`src/sdf_pkg.sv`:
```
/*
  shared constants and carrier types of the step/direction input and fault latch block.
  assumes a single 100 MHz system clock.
*/
package sdf_pkg;
  // ----------------------------------------
  // timing
  // ----------------------------------------
  localparam int CLK_HZ          = 100_000_000;
  localparam int CLK_PERIOD_NS   = 10;
  localparam int STROBE_MIN_NS   = 2500;
  // least time rounds up to whole cycles
  localparam int STROBE_MIN_CYC  = (STROBE_MIN_NS + CLK_PERIOD_NS - 1) / CLK_PERIOD_NS;
  localparam int IDLE_TIME_MS    = 1000;
  localparam int IDLE_CYC        = (CLK_HZ / 1000) * IDLE_TIME_MS;
  localparam int POS_W           = 32;
  localparam int CUR_W           = 3;
  localparam logic [1:0] CUR_FULL = 2'h1;
  localparam logic [1:0] CUR_HALF = 2'h2;

  typedef struct packed {
    logic over_voltage;
    logic over_current;
    logic short_circuit;
  } sdf_fault_t;

  typedef enum logic [1:0] {
    SDF_RUN   = 2'b01,
    SDF_FAULT = 2'b10
  } sdf_state_t;
endpackage

```
`src/sdf_pulse_filter.sv`:
```
/*
  step strobe qualifier: a high level held for a minimum number of cycles yields one
  effective step pulse. assumes the strobe input is synchronous to the clock.
*/
`timescale 1ns/1ps
module sdf_pulse_filter #(
  parameter int MIN_CYC = 250
) (
  input  wire logic clk,
  input  wire logic rst,
  input  wire logic strobe,
  output logic      step
);
  import sdf_pkg::*;

  logic [15:0] cnt_reg;
  logic [15:0] cnt_next;
  logic        fired_reg;
  wire  logic  at_min = (cnt_reg == 16'(MIN_CYC - 1));

  // short pulses never reach the minimum and are dropped
  assign cnt_next = strobe ? (at_min ? cnt_reg : cnt_reg + 16'h1) : 16'h0;
  assign step     = strobe && at_min && !fired_reg;

  always_ff @(posedge clk or posedge rst) begin
    if (rst) begin
      cnt_reg   <= 16'h0;
      fired_reg <= 1'b0;
    end else begin
      cnt_reg   <= cnt_next;
      fired_reg <= strobe && (fired_reg || at_min);
    end
  end
endmodule

```
`src/sdf_step_dir_fault.sv`:
```
/*
  step/direction input sequencing with latched protection fault of a stepper drive:
  qualifies step strobes, tracks the microstep position, reduces standstill current
  and latches the first and any later protection causes until power-on reset.
  assumes controller inputs synchronous to CLOCK and SYS_RST as power-on reset only.
  assumes each FAULT_IN bit is an already filtered level from the analog sensing.
  assumes an open permit line reads as low at this input.
*/
// How it works
// the controller settles the permit line 5 us before changing direction.
// the controller holds direction stable 5 us before each effective step edge.
// a step pulse shorter than 2.5 us may be ignored by the drive.
// the step line stays low at least 2.5 us between pulses.
// over-voltage enters the fault state and turns the indicator red.
// continuous over-current enters the fault state.
// a coil-to-coil or coil-to-ground short enters the fault state.
// during a fault the motor is de-energised and the indicator is red.
// the fault stays latched until power-on reset.
// one second after the last step the current drops to half unless full standstill is set.
// an inactive or open permit line keeps the drive enabled; active disables outputs.
// each effective step moves the microstep position by one in the sampled direction.
`timescale 1ns/1ps
module sdf_step_dir_fault #(
  parameter int IDLE_CYCLES = sdf_pkg::IDLE_CYC
) (
  input  wire logic                     CLOCK,
  input  wire logic                     SYS_RST,
  input  wire logic                     STEP_STROBE,
  input  wire logic                     DIRECTION,
  input  wire logic                     OUTPUT_PERMIT,
  input  wire logic                     STANDSTILL_FULL,
  input  wire sdf_pkg::sdf_fault_t      FAULT_IN,
  output logic                          POWER_STAGE_ON,
  output logic                          LED_RED,
  output logic                          LED_GREEN,
  output logic [1:0]                    CURRENT_SCALE,
  output logic [sdf_pkg::POS_W-1:0]     MICROSTEP_POS,
  output logic                          STEP_TAKEN,
  output sdf_pkg::sdf_fault_t           FAULT_CAUSE
);
  import sdf_pkg::*;

  // ----------------------------------------
  // state decode
  // ----------------------------------------
  // full-code compare, shared by the indicator and enable paths
  function automatic logic in_state(
    input sdf_state_t cur,
    input sdf_state_t want
  );
    in_state = (cur == want);
  endfunction

  // ----------------------------------------
  // step qualification
  // ----------------------------------------
  logic step;

  sdf_pulse_filter #(
    .MIN_CYC (STROBE_MIN_CYC)
  ) u_filter (
    .clk    (CLOCK),
    .rst    (SYS_RST),
    .strobe (STEP_STROBE),
    .step   (step)
  );

  // ----------------------------------------
  // fault inputs
  // ----------------------------------------
  localparam int FAULT_W = $bits(sdf_fault_t);

  // any one cause is enough; they are not ranked
  wire logic [FAULT_W-1:0] fault_bits = FAULT_IN;
  wire logic               fault_hit  = FAULT_IN.over_voltage
                                      | FAULT_IN.over_current
                                      | FAULT_IN.short_circuit;

  // ----------------------------------------
  // fault latch
  // ----------------------------------------
  sdf_state_t state_reg;
  sdf_state_t state_next;

  always_comb begin
    unique case (state_reg)
      SDF_RUN: begin
        if (fault_hit) begin
          state_next = SDF_FAULT;
        end else begin
          state_next = SDF_RUN;
        end
      end
      SDF_FAULT: begin
        // no way back out short of power-on reset
        state_next = SDF_FAULT;
      end
      default: begin
        // an upset code falls to the safe side
        state_next = SDF_FAULT;
      end
    endcase
  end

  always_ff @(posedge CLOCK or posedge SYS_RST) begin
    if (SYS_RST) begin
      state_reg <= SDF_RUN;
    end else begin
      state_reg <= state_next;
    end
  end

  wire logic run_now   = in_state(state_reg, SDF_RUN);
  wire logic fault_now = in_state(state_reg, SDF_FAULT);

  // ----------------------------------------
  // fault cause record
  // ----------------------------------------
  wire logic [FAULT_W-1:0] cause_bits;

  // each cause has its own sticky latch, so causes seen later still show
  for (genvar b = 0; b < FAULT_W; b++) begin : g_cause
    logic      seen_reg;
    wire logic seen_next = seen_reg | fault_bits[b];

    always_ff @(posedge CLOCK or posedge SYS_RST) begin
      if (SYS_RST) begin
        seen_reg <= 1'b0;
      end else begin
        seen_reg <= seen_next;
      end
    end

    assign cause_bits[b] = seen_reg;
  end

  // ----------------------------------------
  // permit and enable
  // ----------------------------------------
  wire logic enabled = !OUTPUT_PERMIT && run_now;
  wire logic advance = step && enabled;

  // ----------------------------------------
  // position
  // ----------------------------------------
  logic             taken_reg;
  logic [POS_W-1:0] pos_reg;

  wire logic             taken_next = advance;
  // direction is read at the same edge that takes the step
  wire logic [POS_W-1:0] pos_step   = DIRECTION ? pos_reg + POS_W'(1)
                                                : pos_reg - POS_W'(1);
  // refused steps leave the position alone
  wire logic [POS_W-1:0] pos_next   = advance ? pos_step : pos_reg;

  always_ff @(posedge CLOCK or posedge SYS_RST) begin
    if (SYS_RST) begin
      pos_reg <= '0;
    end else begin
      pos_reg <= pos_next;
    end
  end

  always_ff @(posedge CLOCK or posedge SYS_RST) begin
    if (SYS_RST) begin
      taken_reg <= 1'b0;
    end else begin
      taken_reg <= taken_next;
    end
  end

  // ----------------------------------------
  // idle timer
  // ----------------------------------------
  logic [31:0] idle_reg;

  wire logic        idle_done  = (idle_reg >= 32'(IDLE_CYCLES));
  wire logic [31:0] idle_count = idle_done ? idle_reg : idle_reg + 32'h1;
  // refused steps restart the timer too, the controller is still commanding
  wire logic [31:0] idle_next  = step ? 32'h0 : idle_count;

  always_ff @(posedge CLOCK or posedge SYS_RST) begin
    if (SYS_RST) begin
      idle_reg <= 32'h0;
    end else begin
      idle_reg <= idle_next;
    end
  end

  // ----------------------------------------
  // standstill current
  // ----------------------------------------
  logic [1:0] scale_reg;

  // full standstill current overrides the timer
  wire logic       go_half    = idle_done && !STANDSTILL_FULL;
  wire logic [1:0] scale_next = go_half ? CUR_HALF : CUR_FULL;

  always_ff @(posedge CLOCK or posedge SYS_RST) begin
    if (SYS_RST) begin
      scale_reg <= CUR_FULL;
    end else begin
      scale_reg <= scale_next;
    end
  end

  // ----------------------------------------
  // indicators
  // ----------------------------------------
  assign LED_RED     = fault_now;
  assign LED_GREEN   = run_now;
  assign FAULT_CAUSE = cause_bits;

  // ----------------------------------------
  // drive outputs
  // ----------------------------------------
  // the power stage follows the permit line at once, not a cycle late
  assign POWER_STAGE_ON = enabled;
  assign CURRENT_SCALE  = scale_reg;
  assign MICROSTEP_POS  = pos_reg;
  assign STEP_TAKEN     = taken_reg;
endmodule

```
`config.mk`:
```
export PLATFORM = sky130hd
export DESIGN_NAME = sdf_step_dir_fault
export DESIGN_NICKNAME = d
export VERILOG_FILES = /design/src/sdf_pkg.sv /design/src/sdf_pulse_filter.sv /design/src/sdf_step_dir_fault.sv
export SDC_FILE = /design/constraint.sdc
export NUM_CORES = 1
export LEC_CHECK = 0
export CAP_MARGIN = 30
export CORE_MARGIN = 3
export CORE_UTILIZATION = 50
export DETAILED_ROUTE_END_ITERATION = 12
export DONT_BUFFER_PORTS = 1
export PLACE_DENSITY_LB_ADDON = 0.05
export SLEW_MARGIN = 20
export SYNTH_ARGS = -nofsm -noshare
export SYNTH_HDL_FRONTEND = slang
export SYNTH_SLANG_ARGS = --single-unit
export TNS_END_PERCENT = 100
```
`constraint.sdc`:
```
create_clock -name CLOCK -period 3.5 [get_ports CLOCK]
set_clock_uncertainty 0.1 [all_clocks]
set_input_delay 0.7 -clock CLOCK [delete_from_list [all_inputs] [get_ports CLOCK]]
set_output_delay 0.7 -clock CLOCK [all_outputs]
set_load 0.03 [all_outputs]
```
## Word level (Yosys, flattened, before mapping)

Cells that the tools add are included.

| word-level totals | value |
|---|---|
| register bits | 89 |
| input port bits | 9 |
| output and inout port bits | 41 |
| word-level logic and storage cells | 43 |

| cells by class | value |
|---|---|
| $add $sub $neg | 4 |
| magnitude comparators | 1 |
| equal/unequal tests | 5 |
| multiplexer cells | 8 |
| bitwise gates (word level) | 5 |
| reduce and logical (&&, ||, !) cells | 10 |

Operators by type and width:

| cell | number |
|---|---|
| $mux W32 | 3 |
| $add A32 B1 Y32 const B | 2 |
| $ge A32 B27 Y1 const B | 1 |
| $mux W16 | 2 |
| $sub A32 B1 Y32 const B | 1 |
| $add A16 B1 Y16 const B | 1 |
| $eq A16 B8 Y1 const B | 1 |
| $logic_and A1 B1 Y1 | 6 |
| $mux W2 | 3 |
| $or A1 B1 Y1 | 5 |
| $ne A2 B2 Y1 const B | 2 |
| $logic_not A1 Y1 | 3 |
| $eq A2 B1 Y1 const B | 1 |
| $eq A2 B2 Y1 const B | 1 |
| $logic_or A1 B1 Y1 | 1 |

## Logic depth before layout (Yosys ltp)

| depth | value |
|---|---|
| depth after elaboration | 4 |
| depth in mapped cells | 12 |
| gate-level depth less buffers | 11 |

## Modules after synthesis

Synthesis repeated with hierarchy kept, for this count alone.

| second synthesis, totals | value |
|---|---|
| cells, all modules | 638 |
| area total of the unflattened synthesis | 5649.2 µm² |

Modules (own cells, without submodules):

| module | instances | cells each | area each (µm²) | seq. area each (µm²) |
|---|---|---|---|---|
| sdf_step_dir_fault | 1 | 547 | 4773.3 | 1804.2 |
| sdf_pulse_filter | 1 | 91 | 875.8 | 425.4 |

## Worst setup path after synthesis

OpenSTA, ideal clock, no wires.

| timing path | value |
|---|---|
| kind | in2reg |
| from | input DIRECTION |
| to | register pos_reg[30], in the netlist MICROSTEP_POS[30] |
| setup time | 0.083 ns |
| data arrival time | 3.275 ns |
| data required time | 3.317 ns |
| path slack | 0.042 ns |
| cell stages on the path | 11 |
| buffers on the path | 0 |
| path through | inv_1 -> ha_1 -> and3_1 -> a211oi_1 -> a21oi_1 -> o31ai_1 -> a21oi_1 -> o221ai_1 -> o21ai_0 -> xnor2_1 -> o21ai_0 |

| on the way | value |
|---|---|
| cells in the longest elaborated chain, start to end | 1 |

RTL lines:

| item | line | RTL |
|---|---|---|
| start: declaration | sdf_step_dir_fault.sv:29 | `input wire logic DIRECTION,` |
| $mux W32 | sdf_step_dir_fault.sv:151 | `wire logic [POS_W-1:0] pos_step = DIRECTION ? pos_reg + POS_W'(1)` |
| end signal: assignment | sdf_step_dir_fault.sv:160 | `pos_reg <= pos_next;` |
| end: declaration | sdf_step_dir_fault.sv:147 | `logic [POS_W-1:0] pos_reg;` |

Every way passes these cells.
A chain may end at the register's enable or synchronous reset.

## Worst setup path in the final report

| timing path | value |
|---|---|
| from | register pos_reg[5], in the netlist MICROSTEP_POS[5] |
| to | register pos_reg[30], in the netlist MICROSTEP_POS[30] |

| on the way | value |
|---|---|
| cells in the longest elaborated chain, start to end | 2 |
| elaborated cells on any way between the ends | 3 |
| classes of those cells | 2 x add/sub; 1 x mux |

RTL lines:

| item | line |
|---|---|
| $sub A32 B1 Y32 / $add A32 B1 Y32 (equally long branches) | sdf_step_dir_fault.sv:152, sdf_step_dir_fault.sv:151 |
| $mux W32 (*) | sdf_step_dir_fault.sv:151 |

Mark *: on every way between the ends. The rest lies on a longest branch, timed or not.

==> run_results.csv <==
group,metric,value,unit
floorplanning,die_w,110,um
placement,io_buffers,0,
min_path,hp-class,"in -> async",
floorplanning,die_h,110,um
power,switching_share,31.6,%
setup_path,ff2ff_path_depth,10,
layout,drive_above_1_share,7.72,%
sta,worstMarginPinSlew,0.667,ns
sta,min_period,3.10,ns
yosys,seq_area_frac_synth,41.3,%
power,p_int,1.65,mW
setup_path,crit_fanout,5,
yosys,avgSynthCellArea,9.15,um^2
floorplanning,start_util,51.8,%
yosys,netlist_area,0.00540,mm^2
layout,n_antenna_cell,0,
layout,utilization,55.4,%
clocking,clock_latency,0.36,ns
power,p_sw,0.763,mW
power,power_density,419,mW/mm^2
yosys,synth_nets,634,
clocking,ctsHoldBuffers,0,
grt,grt_pass1_wl,18700,um
detailed_routing,drtIter0Drc,163,
layout,fin_area,0.00577,mm^2
layout,syn2layout_area_growth,6.79,%
setup_path,worst-setup-path-type,"reg -> reg",
grt,grt_pass1_vias,3933,
sta,rsz0062_at_grt,"false",
detailed_routing,route.detailed.drc,0,
clocking,cts_buffers,9,
power,power.combinational.fraction,17.3,%
floorplanning,rows,37,
yosys,async_flop_share,100,%
run_status,status,"finished, final reports clean",
yosys,ys_ff_latch,89,
detailed_routing,drtAntennaViolNets,0,
detailed_routing,drt_first_pass_iters,4,
detailed_routing,viasPerCell,5.54,
job,maxCapViolations,0,
clocking,htreeDepth,3,
sta,final-max-slew-violation-count,0,
clocking,clk_pin_slew,0.09,ns
power,clkPwrFrac,30.7,%
detailed_routing,routed_wl,11000,um
placement,place_area,0.00556,mm^2
setup_path,r2r_slack,0.40,ns
power,leakage,2.65,nW
grt,grt_util_all_layers,19.5,%
placement,dp_hpwl,8020,um
grt,antenna_found_initial,0,
sta,tns,0,ns
setup_path,end_kind,"flip-flop",
sta,setup_viol,0,
power,seqPwrFrac,52.0,%
sta,post-route-period-util,88.7,%
grt,grt_overflow,0,
setup_path,worstReg2RegEnd,"MICROSTEP_POS[30]",
sta,fmax,322,MHz
clocking,postCtsSetupBuffers,0,
yosys,syn_inst,590,
layout,finalNetCount,635,
yosys,synthDistinctLibCells,55,
sta,hold_viol,0,
clocking,cts_tree,"done",
clocking,clock-sinks,89,
setup_path,timing.rr.start,"MICROSTEP_POS[5]",
yosys,synth_ff_type,"dfrtp_1",
power,ir_drop,0.000197,V
yosys,yosys.area.top_type_share,40.3,%
yosys,synth_edf_count,0,
clocking,cts_root_buffer,"clkbuf_8",
floorplanning,core-area,0.0104,mm^2
detailed_routing,routedWlPerCell,15.0,um
yosys,synth_area_leaders,"dfrtp_1 40%, ha_1 7.9%, xor2_1 6.2%, nand2_1 5.2%, xnor2_1 4.5%",
yosys,ys_warn_count,0,
floorplanning,die_area,0.0121,mm^2
placement,gp_congestion,0.848,
sta,hold_slack,0.181,ns
detailed_routing,via_count,4052,
setup_path,worstPathRequired,3.68,ns
setup_path,startpoint_type,"flip-flop",
sta,slew_headroom,55.4,%
yosys,yosys.area.top_type,"dfrtp_1",
clocking,post_cts_resized,0,
grt,grt_max_degree,40,
clocking,ctsLongestPathBuffers,2,
floorplanning,io_pins,50,
setup_path,cp.arrival,3.29,ns
-- layout make-up --
class / count / area [um^2]
Tap cell: 136 / 170
Sequential cell: 89 / 2230
Clock inverter: 5 / 63.8
Timing Repair Buffer: 10 / 75.1
Clock buffer: 11 / 141
Inverter: 17 / 65.1
Fill cell: 944 / 4650
Multi-Input combinational cell: 464 / 3020
-- worst max path at each step --
stage | slack (ns) | to | from | depth (start not counted)
after floorplan | 0.04 | MICROSTEP_POS[30] | DIRECTION | 11
after global placement | 0.19 | MICROSTEP_POS[30] | DIRECTION | 11
after detailed placement | 0.13 | MICROSTEP_POS[30] | DIRECTION | 11
after CTS | 0.38 | MICROSTEP_POS[30] | MICROSTEP_POS[5] | 10
after global routing | 0.14 | MICROSTEP_POS[30] | MICROSTEP_POS[1] | 11
final | 0.40 | MICROSTEP_POS[30] | MICROSTEP_POS[5] | 10
-- power groups by stage --
stage                     clock network (mW)  logic [mW]  registers (mW)
after global placement                     0       0.411            1.27
after floorplan                            0       0.344            1.25
after global routing                   0.825       0.480            1.27
after CTS                              0.771       0.421            1.26
final                                  0.743       0.418            1.26
after detailed placement                   0       0.419            1.28
-- Yosys cell counts (2+ instances only) --
cell and count:
dfrtp_1 87, nand2_1 75, nor2_1 47, o21ai_0 46
xor2_1 38, ha_1 34, a21oi_1 33, xnor2_1 28
nand3_1 20, inv_1 17, clkbuf_1 16, a21o_1 15
nand4_1 15, and2_1 12, and3_1 9, nor2b_1 9
or2_2 7, or3_1 7, a31oi_1 6, and4_1 5
nor3_1 5, o211ai_1 5, a211oi_1 4, a21boi_0 3
buf_4 3, nand2b_1 3, nor4_1 3, o2111ai_1 3
or4_1 3, dfstp_2 2, nor2_2 2, nor2_4 2
o21a_1 2, o21ai_1 2, o21bai_1 2
-- through the flow --
step | setup slack, ns | power, mW | std cells
floorplan | 0.0420 | 1.60 | 590
global placement | 0.188 | 1.68 | 716
detailed placement | 0.132 | 1.70 | 716
CTS | 0.376 | 2.45 | 732
global route | 0.140 | 2.58 | 732
finish | 0.396 | 2.42 | 732
-- critical path, stage by stage (launching register included) --
cell	delay, ns
dfrtp_1	0.58
ha_1	0.35
and3_1	0.19
a211oi_1	0.27
a21oi_1	0.16
o31ai_1	0.40
a21oi_1	0.18
o221ai_1	0.32
o21ai_0	0.19
xnor2_1	0.15
o21ai_0	0.15
-- cells by family (layout without fill, tap and decap cells) --
group	count (synthesis)	in the layout	share of synthesized area, %
muxes	1	1	0.209
and+or+nand+nor	229	229	21.4
xor gates and xnor gates	66	66	10.7
DFF	89	89	41.3
buffers and inverters	37	43	2.80
AOI/OAI and AO/OA	133	133	15.3
adders and majority gates	35	35	8.25
-- layout by cell type, fill, tap and decap left out, types with 4 or more instances in the layout --
cell type	instances
a211oi_1	4
a21o_1	15
a21oi_1	33
a31oi_1	6
and2_1	12
and3_1	9
and4_1	5
buf_4	10
clkbuf_8	10
dfrtp_1	87
ha_1	34
inv_1	16
nand2_1	74
nand3_1	20
nand4_1	15
nor2_1	47
nor2b_1	9
nor3_1	5
o211ai_1	5
o21ai_0	46
or2_2	7
or3_1	7
xnor2_1	28
xor2_1	38
-- routing by layer --
| metal | up-vias | GRT usage (%) | part of all wire, % |
|---|---|---|---|
| li1 | 2069 | - | - |
| met1 | 1907 | 28.1 | 51 |
| met2 | 65 | 28.2 | 42 |
| met3 | 11 | 4.82 | 5.2 |
| met4 | 0 | 7.39 | 1.5 |
| met5 | - | 0 | 0 |
Power figures use the tool's default switching activity.
